--- src/logic/hof_pkg.sv ---
// constants and types for the oscillator, calibration and fire pulse block
//
// Contract
// [RULE1] on-demand oscillator runs only during measurement
// [RULE2] start setting 0 off, 1 on, 2 480us
// [RULE3] settings 3,4,5-7 give 1.46/2.44/5.14 ms
// [RULE4] low-frequency reference always runs
// [RULE5] selector1 = 7 forwards reference to fire-input
// [RULE6] selector2 = 7 forwards reference/8 to start-enable
// [RULE7] calibration opcode measures, stores, raises interrupt
// [RULE8] calibration interval 2,4,8,16 reference periods
// [RULE9] result counts divided fast clock, 16.16
// [RULE10] host keeps start input enabled during calibration
// [RULE11] fire reference is doubled base clock divided
// [RULE12] host never programs fire divider zero
// [RULE13] pulse count zero disables, else exact count
// [RULE14] flight-time opcode begins a burst
// [RULE15] fire-as-start selects fire pulse as start
// [RULE16] idle level high impedance or ground
// [RULE17] phase bits per pulse, bit 15 zero
// [RULE18] phase shift disable bit 19 controls noise
// [RULE19] each pulse takes two reference periods
// [RULE20] two outputs, inverse option, individual disable
// [RULE21] after burst outputs return to idle
package hof_pkg;
  localparam int unsigned CLK_MHZ = 250;
  localparam int unsigned REF_KHZ_X1000 = 32768;
  // settling delays in microseconds scaled by 100
  localparam int unsigned DLY0_US_X100 = 48000;
  localparam int unsigned DLY1_US_X100 = 146000;
  localparam int unsigned DLY2_US_X100 = 244000;
  localparam int unsigned DLY3_US_X100 = 514000;
  localparam int unsigned DLY0_CYC = DLY0_US_X100 * CLK_MHZ / 100;
  localparam int unsigned DLY1_CYC = DLY1_US_X100 * CLK_MHZ / 100;
  localparam int unsigned DLY2_CYC = DLY2_US_X100 * CLK_MHZ / 100;
  localparam int unsigned DLY3_CYC = DLY3_US_X100 * CLK_MHZ / 100;
  localparam logic [2:0] TEST_SEL_REF = 3'h7;
  localparam int unsigned REF_DIV_OUT = 8;
  localparam int unsigned PHASE_MAX_PULSES = 15;
  // register byte addresses
  localparam logic [7:0] ADDR_CFG0 = 8'h00;
  localparam logic [7:0] ADDR_CFG1 = 8'h04;
  localparam logic [7:0] ADDR_CMD = 8'h08;
  localparam logic [7:0] ADDR_STAT = 8'h0C;
  localparam logic [7:0] ADDR_RES = 8'h10;
  // cfg0 fields
  localparam int unsigned F_START = 0;
  localparam int unsigned F_CALP = 3;
  localparam int unsigned F_HSDIV = 5;
  localparam int unsigned F_FDIV = 8;
  localparam int unsigned F_FCNT = 12;
  localparam int unsigned F_TST1 = 20;
  localparam int unsigned F_TST2 = 23;
  // cfg1 fields
  localparam int unsigned F_PHASE = 0;
  localparam int unsigned F_FSTART = 16;
  localparam int unsigned F_IDLE = 17;
  localparam int unsigned F_PSDIS = 19;
  localparam int unsigned F_INV2 = 20;
  localparam int unsigned F_EN1 = 21;
  localparam int unsigned F_EN2 = 22;
  localparam logic [31:0] CFG0_RST = 32'h0000_0000;
  localparam logic [31:0] CFG1_RST = 32'h0060_0000;
  // command codes
  localparam logic [1:0] CMD_TOF = 2'h1;
  localparam logic [1:0] CMD_TEMP = 2'h2;
  localparam logic [1:0] CMD_CAL = 2'h3;

  typedef struct packed {
    logic [7:0] paddr;
    logic psel;
    logic penable;
    logic pwrite;
    logic [31:0] pwdata;
  } hof_apb_req_t;

  typedef struct packed {
    logic [31:0] prdata;
    logic pready;
    logic pslverr;
  } hof_apb_rsp_t;

  typedef struct packed {
    logic up_o;
    logic up_oe;
    logic dn_o;
    logic dn_oe;
  } hof_fire_t;
endpackage : hof_pkg

--- src/logic/hof_fire_gen.sv ---
// fire pulse burst generator
`timescale 1ns/1ps
`default_nettype none
module hof_fire_gen
  import hof_pkg::*;
(
  input wire logic i_clock,
  input wire logic i_rst,
  input wire logic i_base_tick,
  input wire logic i_go,
  input wire logic [3:0] i_fire_div,
  input wire logic [6:0] i_count,
  input wire logic [15:0] i_phase,
  input wire logic i_ps_dis,
  input wire logic i_noise,
  output logic o_level,
  output logic o_active,
  output logic o_first
);
  logic [4:0] div_q;
  logic ref_tick;
  logic [6:0] left_q;
  logic [3:0] idx_q;
  logic half_q;
  logic hold_q;

  // tick comes at twice the base rate, divided by div+1
  // [RULE11] doubled then divided
  always_ff @(posedge i_clock) begin
    if (i_rst || !o_active) begin
      div_q <= 5'h00;
    end else if (i_base_tick) begin
      div_q <= (div_q >= {1'b0, i_fire_div}) ? 5'h00 : div_q + 5'h01;
    end
  end
  assign ref_tick = i_base_tick && (div_q >= {1'b0, i_fire_div});

  // [RULE13] exact pulse count
  always_ff @(posedge i_clock) begin
    if (i_rst) begin
      o_active <= 1'b0;
      left_q <= 7'h00;
      idx_q <= 4'h0;
      half_q <= 1'b0;
      hold_q <= 1'b0;
      o_first <= 1'b0;
    end else if (!o_active) begin
      o_first <= 1'b0;
      // [RULE14] opcode starts burst
      if (i_go && i_count != 7'h00) begin
        o_active <= 1'b1;
        left_q <= i_count;
        idx_q <= 4'h0;
        half_q <= 1'b0;
        // [RULE18] noise shift delays first pulse
        hold_q <= !i_ps_dis && i_noise;
      end
    end else if (ref_tick) begin
      o_first <= !half_q && left_q == i_count && !hold_q;
      if (hold_q) begin
        hold_q <= 1'b0;
      // [RULE19] high and low phases
      end else if (!half_q) begin
        half_q <= 1'b1;
      end else begin
        half_q <= 1'b0;
        left_q <= left_q - 7'h01;
        idx_q <= idx_q + 4'h1;
        // [RULE21] back to idle
        if (left_q == 7'h01) begin
          o_active <= 1'b0;
        end
      end
    end else begin
      o_first <= 1'b0;
    end
  end

  // [RULE17] per-pulse phase, lsb first
  always_comb begin
    if (i_count <= 7'(PHASE_MAX_PULSES) && i_phase[idx_q]) begin
      o_level = o_active && !hold_q && half_q;
    end else begin
      o_level = o_active && !hold_q && !half_q;
    end
  end
endmodule : hof_fire_gen
`default_nettype wire

--- src/logic/hof_top.sv ---
// oscillator control, reference forwarding, calibration and fire outputs
//
// Added by the designer: the register addresses and register access over APB.
`timescale 1ns/1ps
`default_nettype none
module hof_top
  import hof_pkg::*;
#(
  parameter int unsigned DLY0 = DLY0_CYC,
  parameter int unsigned DLY1 = DLY1_CYC,
  parameter int unsigned DLY2 = DLY2_CYC,
  parameter int unsigned DLY3 = DLY3_CYC
) (
  input wire logic i_clock,
  input wire logic i_rst,
  input wire hof_apb_req_t i_apb,
  output hof_apb_rsp_t o_apb,
  input wire logic i_ref_clk,
  input wire logic i_hs_clk,
  input wire logic i_start_en,
  output logic o_hs_osc_en,
  output logic o_meas_start,
  output logic o_cal_irq,
  output logic o_fire_in_o,
  output logic o_fire_in_oe,
  output logic o_en_start_o,
  output logic o_en_start_oe,
  output hof_fire_t o_fire
);
  typedef enum logic [3:0] {
    S_IDLE = 4'b0001,
    S_SETTLE = 4'b0010,
    S_MEAS = 4'b0100,
    S_CAL = 4'b1000
  } hof_state_t;

  hof_state_t state_q;
  logic [31:0] cfg0_q, cfg1_q, res_q;
  logic irq_q, tof_q;
  logic [1:0] cmd_d;
  logic cmd_v;
  logic [22:0] dly_q;
  logic ref_q, hs_q, ref_rise, hs_rise;
  logic [1:0] ref_div_q;
  logic ref8_q;
  logic [1:0] hsdiv_q;
  logic hs_tick;
  logic hs_fall, fire_tick;
  logic [31:0] rdata_d;
  logic [4:0] per_q;
  logic cal_run_q;
  logic [31:0] cnt_q;
  logic [15:0] lfsr_q;
  logic fire_level, fire_active, fire_first;
  logic go_q;
  logic wr, rd;
  logic [2:0] start_sel;
  logic [22:0] dly_sel;

  assign wr = i_apb.psel && i_apb.penable && i_apb.pwrite;
  assign rd = i_apb.psel && !i_apb.penable && !i_apb.pwrite;
  assign cmd_v = wr && i_apb.paddr == ADDR_CMD;
  assign cmd_d = i_apb.pwdata[1:0];
  assign start_sel = cfg0_q[F_START +: 3];

  // apb slave, one wait-free access
  always_ff @(posedge i_clock) begin
    if (i_rst) begin
      cfg0_q <= CFG0_RST;
      cfg1_q <= CFG1_RST;
      o_apb <= '0;
    end else begin
      o_apb.pready <= i_apb.psel && !i_apb.penable;
      o_apb.pslverr <= i_apb.psel && !i_apb.penable && !(i_apb.paddr inside
        {ADDR_CFG0, ADDR_CFG1, ADDR_CMD, ADDR_STAT, ADDR_RES});
      if (wr && i_apb.paddr == ADDR_CFG0) begin
        cfg0_q <= i_apb.pwdata;
      end
      if (wr && i_apb.paddr == ADDR_CFG1) begin
        cfg1_q <= i_apb.pwdata;
      end
      // unmapped offsets answer zero for either direction
      if (i_apb.psel && !i_apb.penable) begin
        o_apb.prdata <= rdata_d;
      end
    end
  end

  // read mux
  always_comb begin
    unique case (i_apb.paddr)
      ADDR_CFG0: rdata_d = cfg0_q;
      ADDR_CFG1: rdata_d = cfg1_q;
      ADDR_STAT: rdata_d = {27'h0, state_q[1], state_q[2], state_q[3], fire_active, irq_q};
      ADDR_RES: rdata_d = res_q;
      default: rdata_d = 32'h0000_0000;
    endcase
  end

  // edges of the inputs taken as synchronous
  always_ff @(posedge i_clock) begin
    if (i_rst) begin
      ref_q <= 1'b0;
      hs_q <= 1'b0;
    end else begin
      ref_q <= i_ref_clk;
      hs_q <= i_hs_clk;
    end
  end
  assign ref_rise = i_ref_clk && !ref_q;
  assign hs_rise = i_hs_clk && !hs_q;
  assign hs_fall = !i_hs_clk && hs_q;

  // [RULE4] reference path has no enable
  always_ff @(posedge i_clock) begin
    if (i_rst) begin
      ref_div_q <= 2'h0;
      ref8_q <= 1'b0;
    end else if (ref_rise) begin
      ref_div_q <= ref_div_q + 2'h1;
      if (ref_div_q == 2'(REF_DIV_OUT / 2 - 1)) begin
        ref8_q <= !ref8_q;
      end
    end
  end

  // [RULE5] reference on fire-input pin
  // [RULE6] reference/8 on start-enable pin
  always_ff @(posedge i_clock) begin
    if (i_rst) begin
      o_fire_in_o <= 1'b0;
      o_fire_in_oe <= 1'b0;
      o_en_start_o <= 1'b0;
      o_en_start_oe <= 1'b0;
    end else begin
      o_fire_in_oe <= cfg0_q[F_TST1 +: 3] == TEST_SEL_REF;
      o_fire_in_o <= i_ref_clk;
      o_en_start_oe <= cfg0_q[F_TST2 +: 3] == TEST_SEL_REF;
      o_en_start_o <= ref8_q;
    end
  end

  // [RULE9] high-speed clock divided by 1, 2 or 4
  always_ff @(posedge i_clock) begin
    if (i_rst) begin
      hsdiv_q <= 2'h0;
    end else if (hs_rise) begin
      hsdiv_q <= hsdiv_q + 2'h1;
    end
  end
  always_comb begin
    unique case (cfg0_q[F_HSDIV +: 2])
      2'h0: hs_tick = hs_rise;
      2'h1: hs_tick = hs_rise && hsdiv_q[0];
      default: hs_tick = hs_rise && hsdiv_q == 2'h3;
    endcase
  end

  // [RULE11] both edges of divided clock double it
  always_comb begin
    unique case (cfg0_q[F_HSDIV +: 2])
      2'h0: fire_tick = hs_rise || hs_fall;
      2'h1: fire_tick = hs_rise;
      default: fire_tick = hs_rise && hsdiv_q[0];
    endcase
  end

  // [RULE2] [RULE3] settling delay by setting
  always_comb begin
    unique case (start_sel)
      3'h2: dly_sel = 23'(DLY0);
      3'h3: dly_sel = 23'(DLY1);
      3'h4: dly_sel = 23'(DLY2);
      default: dly_sel = 23'(DLY3);
    endcase
  end

  // sequencer
  always_ff @(posedge i_clock) begin
    if (i_rst) begin
      state_q <= S_IDLE;
      dly_q <= 23'h0;
      tof_q <= 1'b0;
      go_q <= 1'b0;
      per_q <= 5'h00;
      cal_run_q <= 1'b0;
      cnt_q <= 32'h0;
      res_q <= 32'h0;
      irq_q <= 1'b0;
    end else begin
      go_q <= 1'b0;
      if (rd && i_apb.paddr == ADDR_RES) begin
        irq_q <= 1'b0;
      end
      unique case (state_q)
        S_IDLE: begin
          if (cmd_v && cmd_d != 2'h0) begin
            tof_q <= cmd_d == CMD_TOF;
            // [RULE7] calibration in every start setting
            if (cmd_d == CMD_CAL) begin
              state_q <= S_CAL;
              per_q <= 5'h00;
              cal_run_q <= 1'b0;
            // [RULE1] on-demand waits for settling
            end else if (start_sel > 3'h1) begin
              state_q <= S_SETTLE;
              dly_q <= dly_sel;
            end else begin
              state_q <= S_MEAS;
              go_q <= cmd_d == CMD_TOF;
            end
          end
        end
        S_SETTLE: begin
          if (dly_q <= 23'h1) begin
            state_q <= S_MEAS;
            go_q <= tof_q;
          end else begin
            dly_q <= dly_q - 23'h1;
          end
        end
        S_MEAS: begin
          if (!go_q && !fire_active) begin
            state_q <= S_IDLE;
          end
        end
        S_CAL: begin
          // [RULE7] [RULE8] count between reference edges
          if (ref_rise && i_start_en) begin
            if (!cal_run_q) begin
              cal_run_q <= 1'b1;
              cnt_q <= 32'h0;
              per_q <= 5'h00;
            end else if (per_q == 5'((2 << cfg0_q[F_CALP +: 2]) - 1)) begin
              res_q <= cnt_q;
              // [RULE7] set wins over read clear
              irq_q <= 1'b1;
              state_q <= S_IDLE;
            end else begin
              per_q <= per_q + 5'h01;
            end
          end
          // [RULE9] 16.16 fixed point, integer counts
          if (cal_run_q && hs_tick) begin
            cnt_q <= cnt_q + 32'h0001_0000;
          end
        end
      endcase
    end
  end

  // [RULE1] [RULE2] oscillator enable
  always_ff @(posedge i_clock) begin
    if (i_rst) begin
      o_hs_osc_en <= 1'b0;
    end else begin
      o_hs_osc_en <= start_sel == 3'h1 || (start_sel > 3'h1 && state_q != S_IDLE);
    end
  end

  // noise source for the phase shift
  always_ff @(posedge i_clock) begin
    if (i_rst) begin
      lfsr_q <= 16'hACE1;
    end else begin
      lfsr_q <= {lfsr_q[14:0], lfsr_q[15] ^ lfsr_q[13] ^ lfsr_q[12] ^ lfsr_q[10]};
    end
  end

  hof_fire_gen i_hof_fire_gen (
    .i_clock(i_clock),
    .i_rst(i_rst),
    .i_base_tick(fire_tick),
    .i_go(go_q),
    .i_fire_div(cfg0_q[F_FDIV +: 4]),
    .i_count(cfg0_q[F_FCNT +: 7]),
    .i_phase(cfg1_q[F_PHASE +: 16]),
    .i_ps_dis(cfg1_q[F_PSDIS]),
    .i_noise(lfsr_q[0]),
    .o_level(fire_level),
    .o_active(fire_active),
    .o_first(fire_first)
  );

  // [RULE15] fire pulse as start
  always_ff @(posedge i_clock) begin
    if (i_rst) begin
      o_meas_start <= 1'b0;
      o_cal_irq <= 1'b0;
    end else begin
      o_meas_start <= cfg1_q[F_FSTART] ? fire_first : go_q;
      o_cal_irq <= irq_q;
    end
  end

  // [RULE16] [RULE20] [RULE21] output drive
  always_ff @(posedge i_clock) begin
    if (i_rst) begin
      o_fire <= '0;
    end else begin
      o_fire.up_o <= fire_active && fire_level;
      o_fire.dn_o <= fire_active && (cfg1_q[F_INV2] ? !fire_level : fire_level);
      o_fire.up_oe <= cfg1_q[F_EN1] && (fire_active || cfg1_q[F_IDLE]);
      o_fire.dn_oe <= cfg1_q[F_EN2] && (fire_active || cfg1_q[F_IDLE]);
    end
  end
endmodule : hof_top
`default_nettype wire

--- config.mk ---
export PLATFORM = sky130hd
export DESIGN_NAME = hof_top
export DESIGN_NICKNAME = d
export VERILOG_FILES = /design/src/logic/hof_pkg.sv /design/src/logic/hof_fire_gen.sv /design/src/logic/hof_top.sv
export SDC_FILE = /design/constraint.sdc
export NUM_CORES = 1
export LEC_CHECK = 0
export BUFFER_PORTS_ARGS = -buffer_cell sky130_fd_sc_hd__buf_2
export CAP_MARGIN = 20
export CORE_AREA = 10 10 170 125
export DETAILED_ROUTE_END_ITERATION = 16
export DIE_AREA = 0 0 180 135
export PLACE_DENSITY = 0.81
export SETUP_SLACK_MARGIN = 0.02
export SLEW_MARGIN = 20
export SYNTH_ARGS = -nofsm -noshare
export SYNTH_HDL_FRONTEND = slang
export SYNTH_HIERARCHICAL = 1
export SYNTH_SLANG_ARGS = --single-unit
export TNS_END_PERCENT = 20
--- constraint.sdc ---
create_clock -name i_clock -period 5.9 [get_ports i_clock]
set_clock_uncertainty 0.05 [all_clocks]
set_input_delay 1.77 -clock i_clock [delete_from_list [all_inputs] [get_ports i_clock]]
set_output_delay 1.77 -clock i_clock [all_outputs]
set_load 0.01 [all_outputs]
After elaboration in Yosys (flattened, before gate mapping)
Index checks and enable logic that the tools add are counted.

word-level totals
  output and inout port bits = 45
  word-level logic and storage cells = 236
  latch bits = 0
  memory bits (read-only) = 0
  memory bits (writable) = 0
  memories kept = 0
  register bits = 251

cells by class
  add/subtract/negate cells = 9
  div/mod/pow operators = 0
  shifts and indexed selects = 1
  multiply operators = 0
  mux-type cells = 71
  $lt $le $gt $ge = 5
  reduce and logical (&&, ||, !) cells = 70
  bitwise operators = 5
  eq/ne operators = 38

operators by type and width
  kind                                                   number
  one-hot mux 32 bit (4 select lines)                    1
  two-way mux 32 bit                                     3
  two-way mux 23 bit                                     4
  one-hot mux 21 bit (3 select lines)                    1
  two-way mux 4 bit                                      12
  one-hot mux 23 bit (2 select lines)                    1
  two-way mux 7 bit                                      5
  adder 32 x 17 -> 32 bit (second input constant)        1
  logical AND 1 bit                                      32
  two-way mux 1 bit                                      30
  two-way mux 5 bit                                      6
  != test 2 bit (second input constant)                  13
  <= comparator 23 x 1 -> 1 bit (second input constant)  1
  subtractor 23 x 1 -> 23 bit (second input constant)    1
  equality test 8 x 4 -> 1 bit (second input constant)   2
  one-hot mux 4 bit (4 select lines)                     1
  zero test 1 bit                                        13
  AND reduction 4 bit                                    3
  adder 5 x 1 -> 5 bit (second input constant)           2
  one-hot mux 5 bit (2 select lines)                     1
  AND reduction 5 bit                                    2
  nonzero test 2 bit                                     5
  equality test 3 bit (second input constant)            3
  equality test 8 x 3 -> 1 bit (second input constant)   1
  other kinds (38)                                       55

Depth between registers and ports, before layout
Gate-level depths: netlist of run 1.

  word-level depth = 9
  depth in mapped cells = 9
  depth with buffers taken out = 8

Cells and area by module
The synthesis of run 1 kept the hierarchy.

by module, submodules not included
  module        cells each  area each (um^2)  seq. area each (um^2)  instances
  hof_top       994         8267.9            3983.8                 1
  hof_fire_gen  173         1453.9            400.4                  1

Worst setup path after synthesis of run 1
Ideal clock, no wire load.

  kind = input to register
  start point = input port i_apb[36] (netlist bit)
  end point = register dly_q[15]
  path buffers = 2
  arrival = 3.758 ns
  path slack = 1.960 ns
  cell stages on the path = 8
  cells stage by stage = or4_1 or2_2 clkbuf_1 or3_4 and2_1 buf_6 a22oi_2 a31oi_1

between the ends
  longest elaborated chain between the ends = 5

ends and longest elaborated chain
  item                                  line            source
  start: declaration                    hof_top.sv:16   input wire hof_apb_req_t i_apb,
  equality test 8 x 4 -> 1 bit          hof_top.sv:62   assign cmd_v = wr && i_apb.paddr == ADDR_CMD;
  logical AND 1 bit                     hof_top.sv:62
  logical AND 1 bit                     hof_top.sv:197  if (cmd_v && cmd_d != 2'h0) begin
  != test 2 bit (no source line)        -
  AND reduction 5 bit (no source line)  -
  end signal: assignment                hof_top.sv:207  dly_q <= dly_sel;
  end signal: assignment                hof_top.sv:219  dly_q <= dly_q - 23'h1;
  end: declaration                      hof_top.sv:42   logic [22:0] dly_q;

No other way between the ends.
A chain may end at the register's enable or synchronous reset.

Worst setup path after layout of run 1
  start point = input port i_apb[36] (netlist bit)
  end point = register cfg1_q[19]

between the ends
  longest elaborated chain between the ends = 2

ends and longest elaborated chain
  item                          line           source
  equality test 8 x 3 -> 1 bit  hof_top.sv:79  if (wr && i_apb.paddr == ADDR_CFG1) begin
  logical AND 1 bit             hof_top.sv:79
  end signal: assignment        hof_top.sv:80  cfg1_q <= i_apb.pwdata;
  end: declaration              hof_top.sv:38  logic [31:0] cfg0_q, cfg1_q, res_q;

No other way between the ends.

==> impl_metrics.tcl, run 1 <==
set metrics [dict create \
    numCtsBuffers 21 \
    grt_pass1_wl_um 43300 \
    totalWireLength_um 26700 \
    synth_top_area_cell "dfxtp_1" \
    startpoint_type "input port" \
    stdcell_count 1479 \
    hp-class "flop to flop" \
    drive_above_1_share_pct 14.3 \
    row_count 41 \
    synthToLayoutAreaGrowth_pct 14.3 \
    fp.dieH_um 135 \
    yosys_warnings 6 \
    dp_hpwl_um 17900 \
    drv_slew 0 \
    fin_setup_tns_ns 0 \
    overflow 0 \
    reg2regPathDepth 6 \
    rsz0062_at_grt "false" \
    syn_inst 1167 \
    die_x_um 180 \
    fin_crit_ns 3.81 \
    drc 0 \
    grt_use_total_pct 21.0 \
    cts-resized-gates 0 \
    gp_routability_congestion 0.920 \
    status "completed" \
    cts_max_level 1 \
    setup_violations 0 \
    power.leakage_uw 0.00426 \
    cts_tree "built" \
    max-slew-margin-rel_pct 26.5 \
    io_pins 93 \
    numPortBuffers 92 \
    ir_drop_mv 0.202 \
    worstMarginPinSlew_ns 1.10 \
    clk_pin_slew_worst_paths_ns 0.07 \
    holdWs_ns 0.356 \
    syn_area_per_cell_um2 8.33 \
    yosys-top-cells-count "dfxtp_1 (219), nand2_1 (169), nor2_1 (148)" \
    dr.pass1.iters 6 \
    pre_cts_ws_ns 1.61 \
    first_iter_violations 1096 \
    worstPathRequired_ns 6.26 \
    core_um2 17800 \
    clk_latency_ns 0.52 \
    synth.distinct_cells 70 \
    fill_cells 1481 \
    numClockSinks 219 \
    synth.net_count 1230 \
    netlist.area_leader.share_pct 45.1 \
    initial_core_util_pct 54.6 \
    cap_violations 0 \
    wl_per_cell_um 18.1 \
    fmax_ghz 0.262 \
    synth_top_flop_cell "dfxtp_1" \
    grt_max_degree 132 \
    seq_area_frac_synth_pct 45.1 \
    fin_ws_ns 2.09 \
    clock_path_buffers 3 \
    finalHoldViolCount 0 \
    netlist_area_um2 9720 \
    fin_crit_sh_pct 64.6 \
    avgViaCountPerCell 6.01 \
    dp.cells 1442 \
    arrival_ns 4.17 \
    cts_setup_buffers 0 \
    powerDensity_nw_per_um2 285 \
    grt_pass1_vias 8205 \
    synth-seq-cells 219 \
    yosysMostFrequentCell "dfxtp_1" \
    cts_root_buf "clkbuf_16" \
    multiInputGateArea_um2 5010 \
    vias 8895 \
    final_nets 1292 \
    worstSetupPathType "input port to flop" \
    ant_nets 0 \
    synth_edf_count 0 \
    ys_async_sr_fraction_pct 0 \
    whs_path_depth 1 \
    cp_max_fo 16 \
    cts.hold.buffers_added 0 \
    fp.dieArea_um2 24300 \
    ff_latch_area_um2 4380 \
    diodes 0 \
    cp-end-kind "flop" \
    antenna_found_initial 0 \
    synthTopCellsByArea "dfxtp_1 (45%), nand2_1 (6.5%), a21oi_1 (6.4%), nor2_1 (5.7%), mux2i_1 (2.9%)" \
]
path summary, 6_finish.rpt:
path / endpoint / from / slack [ns]
max: cfg1_q[19]$_SDFFE_PP0P_ / i_apb[36] / 2.09
min: lfsr_q[10]$_SDFF_PP1_ / lfsr_q[9]$_SDFF_PP0_ / 0.36
max reg2reg: dly_q[6]$_SDFFE_PP0P_ / state_q[2]$_SDFFE_PP0P_ / 2.99
min reg2reg: lfsr_q[10]$_SDFF_PP1_ / lfsr_q[9]$_SDFF_PP0_ / 0.36
sequential cells by signal (all words and copies together) (netlist names), 2 cells and up:
| signal | count |
|---|---|
| i_hof_fire_gen/left_q | 7 |
| res_q | 16 |
| cnt_q | 16 |
| o_fire | 4 |
| dly_q | 23 |
| cfg0_q | 32 |
| state_q | 4 |
| i_hof_fire_gen/div_q | 5 |
| hsdiv_q | 2 |
| cfg1_q | 32 |
| o_apb | 34 |
| lfsr_q | 16 |
| per_q | 5 |
| ref_div_q | 2 |
| i_hof_fire_gen/idx_q | 4 |
final cells by class:
| type | instances | area share (%) |
|---|---|---|
| clock buffer | 29 | 5.54 |
| clock inverter | 8 | 1.26 |
| inverter | 21 | 0.709 |
| multi-input combinational | 857 | 45.1 |
| sequential | 219 | 39.4 |
| tap | 236 | 2.66 |
| timing repair buffer | 109 | 5.35 |
metrics by stage:
stage          total power, µW  cell area (µm²)  util, %
2_1_floorplan             1640             9720        -
3_3_place_gp              1700            10400     58.2
3_5_place_dp              1700            10400     58.2
4_1_cts                   3170            11100     62.5
5_1_grt                   3240            11100     62.5
6_report                  3160            11100     62.5
critical path, stage by stage:
cell	delay, ns
buf_2	0.10
or4_1	0.65
or2_2	0.43
nor3_4	0.72
buf_4	0.31
nand2_1	0.07
a21oi_1	0.12
power breakdown:
group	total, µW	internal (µW)	switching, µW
clock network	1490	902	586
registers	1520	1500	20.5
logic	157	57.0	100
total	3160	2460	706
logic make-up (layout without fill, tap and decap cells):
logic type,after synthesis,after routing,share of synthesized area [%]
AND/OR/NAND/NOR,521,521,25.9
adder cells (fa/ha/maj),15,15,1.93
multiplexers,35,35,4.00
AO/OA/AOI/OAI,248,248,15.9
buffers and inverters,91,167,3.80
flip-flops,219,219,45.1
XOR/XNOR,38,38,3.42
layer usage:
metal | GRT usage, % | part of all wire (%) | vias to the layer above
met5 | 0 | 0 | -
li1 | - | - | 4250
met4 | 5.96 | 2.8 | 0
met3 | 4.43 | 9.7 | 54
met2 | 32.1 | 43 | 437
met1 | 29.1 | 45 | 4154
placed cells by master, fill, tap and decap left out, drive strengths merged, types with 6 or more instances in the layout:
cell type | synthesis | final
nor3 | 25 | 25
xnor2 | 15 | 15
nand3 | 39 | 39
nor3b | 6 | 6
nand3b | 6 | 6
nand2b | 8 | 8
clkbuf | 60 | 29
o21ai | 33 | 33
dfxtp | 219 | 219
mux2i | 28 | 28
xor2 | 23 | 23
nor2b | 19 | 19
a222oi | 16 | 16
a211oi | 6 | 6
a31oi | 10 | 10
or2 | 10 | 10
ha | 15 | 15
and3 | 9 | 9
nor2 | 148 | 148
nor4 | 16 | 16
or3 | 14 | 14
or4 | 9 | 9
buf | 10 | 109
and2 | 6 | 6
nand4 | 13 | 13
inv | 21 | 21
a21oi | 125 | 125
nand2 | 169 | 169
a22oi | 19 | 19
Note: power is estimated with default switching activity, not from simulation.
==> inputs of run 2 (changes only) <==
--- a/config.mk
+++ b/config.mk
@@ -7,10 +7,10 @@
 export LEC_CHECK = 0
 export BUFFER_PORTS_ARGS = -buffer_cell sky130_fd_sc_hd__buf_2
 export CAP_MARGIN = 20
-export CORE_AREA = 10 10 170 125
+export CORE_AREA = 10 10 173 127
 export DETAILED_ROUTE_END_ITERATION = 16
-export DIE_AREA = 0 0 180 135
-export PLACE_DENSITY = 0.81
+export DIE_AREA = 0 0 183 137
+export PLACE_DENSITY = 0.82
 export SETUP_SLACK_MARGIN = 0.02
 export SLEW_MARGIN = 20
 export SYNTH_ARGS = -nofsm -noshare
==> constraint.sdc (replaced) <==
create_clock -name i_clock -period 3.5 [get_ports i_clock]
set_clock_uncertainty 0.05 [all_clocks]
set_input_delay 1.05 -clock i_clock [delete_from_list [all_inputs] [get_ports i_clock]]
set_output_delay 1.05 -clock i_clock [all_outputs]
set_load 0.01 [all_outputs]
==> impl_metrics.tcl, run 2 (synthesized netlist as in run 1, its figures left out) <==
set metrics [dict create \
    largestRegisters "o_apb: 34 flops, cfg0_q: 32 flops, cfg1_q: 32 flops" \
    cap_violations 0 \
    clk_latency_ns 0.50 \
    numClockSinks 219 \
    overflow 0 \
    top_usage_layer "met2" \
    setup_violations 0 \
    final_nets 1308 \
    drive_above_1_share_pct 15.5 \
    gp_routability_congestion 0.921 \
    wl_per_cell_um 18.0 \
    cts_max_level 1 \
    fp.dieArea_um2 25100 \
    pre_cts_ws_ns 0.294 \
    initial_core_util_pct 52.3 \
    dp_hpwl_um 18500 \
    status "completed" \
    core_um2 18600 \
    synthToLayoutAreaGrowth_pct 16.1 \
    first_iter_violations 1121 \
    finalHoldViolCount 0 \
    fin_ws_ns 0.804 \
    cts-resized-gates 0 \
    numCtsBuffers 22 \
    final_common_cell "dfxtp_1" \
    cts_root_buf "clkbuf_16" \
    drc 0 \
    power.leakage_uw 0.00434 \
    grt_pass1_vias 8203 \
    worstPathRequired_ns 3.84 \
    final_core_util_pct 60.7 \
    fin_crit_ns 2.70 \
    max-slew-margin-rel_pct 33.2 \
    regMostFlops "o_apb" \
    vias 8980 \
    grt_max_degree 114 \
    arrival_ns 3.03 \
    antenna_found_initial 0 \
    cp-end-kind "flop" \
    cts_tree "built" \
    fmax_ghz 0.371 \
    grt_pass1_wl_um 43300 \
    row_count 42 \
    diodes 0 \
    multiInputGateArea_um2 5010 \
    powerDensity_nw_per_um2 470 \
    io_pins 93 \
    fin_crit_sh_pct 77.0 \
    ir_drop_mv 0.331 \
    ff_latch_area_um2 4380 \
    totalWireLength_um 27100 \
    drv_slew 0 \
    die_x_um 183 \
    fp.dieH_um 137 \
    dr.pass1.iters 6 \
    numPortBuffers 92 \
    largest_reg_flops 34 \
    use_met2_pct 31.9 \
    grt_use_total_pct 20.8 \
    power_uw 5300 \
    worstSetupPathType "input port to flop" \
    clock_path_buffers 3 \
    grtUsageMet3_pct 4.87 \
    startpoint_type "input port" \
    worstMarginPinSlew_ns 1.00 \
    rsz0062_at_grt "false" \
    hp-class "flop to flop" \
    holdWs_ns 0.358 \
    grt.met1_usage_pct 28.7 \
    mostFrequentLayoutCells "dfxtp_1 (219), nand2_1 (169), nor2_1 (147)" \
    clk_pin_slew_worst_paths_ns 0.06 \
    cts_setup_buffers 0 \
    fin_setup_tns_ns 0 \
    ant_nets 0 \
    fill_cells 1617 \
    cp_max_fo 10 \
    cts.hold.buffers_added 0 \
    avgViaCountPerCell 5.97 \
]
[run 2: layer usage]
metal / vias to the layer above / share of wire, % / routed length [µm]
li1: 4291 / - / -
met1: 4220 / 45 / 12200
met2: 420 / 43 / 11600
met3: 49 / 10 / 2710
met4: 0 / 2.2 / 598
met5: - / 0 / 0
[run 2: report_power, final]
part           switching, µW  internal, µW  leakage, µW
combinational            168           101      0.00219
clock                   1020          1460     0.000384
sequential              29.6          2520      0.00177
[run 2: critical path: stages]
cell and delay [ns]:
buf_2 0.10, or4_1 0.55, or2_2 0.31, or3_4 0.42, and2_1 0.28, a22oi_2 0.22, a31oi_1 0.09
[run 2: final timing paths]
kind                                 from                endpoint  slack (ns)  cells after the start
setup reg to reg  state_q[2]$_SDFFE_PP0P_  dly_q[15]$_SDFFE_PP0P_        0.82                      6
setup / recovery                i_apb[36]  dly_q[15]$_SDFFE_PP0P_        0.80                      7
hold / removal       lfsr_q[9]$_SDFF_PP0_   lfsr_q[10]$_SDFF_PP1_        0.36                      1
hold reg to reg      lfsr_q[9]$_SDFF_PP0_   lfsr_q[10]$_SDFF_PP1_        0.36                      1
[run 2: through the flow]
stage	std cells	instance area [µm²]
floorplan	1167	9720
global placement	1463	10500
detailed placement	1463	10500
CTS	1503	11300
global route	1503	11300
finish	1503	11300
[run 2: layout make-up]
cell class                      instances  area share (%)
Clock buffer                           30            5.78
Tap cell                              242            2.68
Inverter                               21           0.698
Multi-Input combinational cell        857            44.4
Clock inverter                         10            1.02
Timing Repair Buffer                  124            6.60
Sequential cell                       219            38.8
==> inputs of run 3 (changes only) <==
--- a/config.mk
+++ b/config.mk
@@ -7,10 +7,10 @@
 export LEC_CHECK = 0
 export BUFFER_PORTS_ARGS = -buffer_cell sky130_fd_sc_hd__buf_2
 export CAP_MARGIN = 20
-export CORE_AREA = 10 10 173 127
+export CORE_AREA = 10 10 170 125
 export DETAILED_ROUTE_END_ITERATION = 16
-export DIE_AREA = 0 0 183 137
-export PLACE_DENSITY = 0.82
+export DIE_AREA = 0 0 180 135
+export PLACE_DENSITY = 0.81
 export SETUP_SLACK_MARGIN = 0.02
 export SLEW_MARGIN = 20
 export SYNTH_ARGS = -nofsm -noshare
==> constraint.sdc (replaced) <==
create_clock -name i_clock -period 2.6 [get_ports i_clock]
set_clock_uncertainty 0.05 [all_clocks]
set_input_delay 0.78 -clock i_clock [delete_from_list [all_inputs] [get_ports i_clock]]
set_output_delay 0.78 -clock i_clock [all_outputs]
set_load 0.01 [all_outputs]
==> impl_metrics.tcl, run 3 (synthesized netlist as in run 1, its figures left out) <==
set metrics [dict create \
    status "completed" \
    arrival_ns 2.85 \
    largest_reg_flops 34 \
    largestRegisters "o_apb: 34 flops, cfg0_q: 32 flops, cfg1_q: 32 flops" \
    numCtsBuffers 21 \
    wl_per_cell_um 18.3 \
    cts_max_level 1 \
    worstMarginPinSlew_ns 0.655 \
    regMostFlops "o_apb" \
    mostFrequentLayoutCells "dfxtp_1 (219), nand2_1 (169), nor2_1 (147)" \
    drc 0 \
    final_core_util_pct 64.9 \
    clk_latency_ns 0.51 \
    numClockSinks 219 \
    totalWireLength_um 28000 \
    min_to "lfsr_q[5]$_SDFF_PP1_" \
    initial_core_util_pct 54.6 \
    ant_nets 0 \
    numPortBuffers 92 \
    min_from "lfsr_q[4]$_SDFF_PP0_" \
    avgViaCountPerCell 5.97 \
    critPathTopFamily "simple AND/OR/NAND/NOR gates" \
    vias 9140 \
    die_x_um 180 \
    max-slew-margin-rel_pct 56.0 \
    antenna_found_initial 0 \
    whs_path_depth 1 \
    diodes 0 \
    clk_pin_slew_worst_paths_ns 0.07 \
    io_pins 93 \
    slowest_stage "nor3_1" \
    path_buf_inv 0 \
    grt_use_total_pct 21.7 \
    gp_routability_congestion 0.930 \
    cts_root_buf "clkbuf_16" \
    fmax_ghz 0.397 \
    power_uw 6980 \
    cp_max_fo 5 \
    cp-end-kind "flop" \
    clock_path_buffers 3 \
    reg2regPathDepth 6 \
    grt_pass1_wl_um 44600 \
    r2r_slack_ns 0.08 \
    drv_slew 0 \
    worstPathRequired_ns 2.93 \
    core_um2 17800 \
    fp.dieH_um 135 \
    fin_setup_tns_ns 0 \
    slowest_delay_ns 0.57 \
    dr.pass1.iters 5 \
    final_area_um2 11500 \
    fin_crit_ns 2.52 \
    overflow 0 \
    startpoint_type "flop" \
    final_common_cell "dfxtp_1" \
    hp-class "flop to flop" \
    rr_endpoint "o_fire[1]$_SDFF_PP0_" \
    cts.hold.buffers_added 0 \
    setup_violations 0 \
    grt_pass1_vias 8426 \
    grt_max_degree 96 \
    power.leakage_uw 0.00451 \
    path_cells "nor3_1 > o311ai_0 > o22ai_1 > mux2_1 > xnor2_1 > nor3b_1" \
    rsz0062_at_grt "false" \
    r2r-start "cfg0_q[16]$_SDFFE_PP0P_" \
    drive_above_1_share_pct 18.1 \
    cts_tree "built" \
    powerDensity_nw_per_um2 604 \
    first_iter_violations 1077 \
    final_nets 1344 \
    worstSetupPathType "flop to flop" \
    fin_crit_sh_pct 96.9 \
    synthToLayoutAreaGrowth_pct 18.8 \
    row_count 41 \
    ir_drop_mv 0.515 \
    holdWs_ns 0.362 \
    cts_setup_buffers 0 \
    dp_hpwl_um 19500 \
    cap_violations 0 \
    fp.dieArea_um2 24300 \
    placedInstanceArea_um2 10800 \
    finalHoldViolCount 0 \
]
run 3: layout make-up:
cell class / instances / area, µm²
clock buffer: 26 / 564
clock inverter: 12 / 125
fill: 1456 / 6250
inverter: 21 / 78.8
multi-input combinational: 857 / 5030
sequential: 219 / 4380
tap: 236 / 295
timing repair buffer: 161 / 1070
run 3: worst max path at each step:
stage                                               startpoint                      to  cells past startpoint
after detailed placement                             i_apb[36]  dly_q[15]$_SDFFE_PP0P_                      7
after global routing      i_hof_fire_gen/idx_q[1]$_SDFFE_PP0P_    o_fire[1]$_SDFF_PP0_                      6
after global placement                               i_apb[36]   dly_q[2]$_SDFFE_PP0P_                      7
final                                  cfg0_q[16]$_SDFFE_PP0P_    o_fire[1]$_SDFF_PP0_                      6
after floorplan                                      i_apb[37]  dly_q[15]$_SDFFE_PP0P_                      9
after CTS                              state_q[1]$_SDFFE_PP0P_   per_q[3]$_SDFFE_PP0P_                      7
run 3: metrics by stage:
stage | worst slack, ns | std cells
after global placement | -0.0894 | 1493
after floorplan | -0.142 | 1167
after detailed placement | -0.121 | 1493
after global routing | 0.0215 | 1532
final | 0.0796 | 1532
after CTS | 0.121 | 1531
run 3: where the power goes:
part           switching, µW  internal (µW)
Clock                   1340           1750
Sequential              23.4           3400
Combinational            273            184
run 3: timing repair:
item / CTS / global route
endpoints found under the hold margin: 0 / 0
setup endpoints to repair: 0 / 3
gates resized for setup: 0 / 1
run 3: metal layers:
layer / up-vias / part of all wire (%) / global-route usage (%)
met5: - / 0 / 0
met4: 0 / 2.1 / 5.36
met3: 44 / 9.5 / 3.71
met2: 451 / 43 / 32.7
met1: 4297 / 46 / 31.4
li1: 4348 / - / -
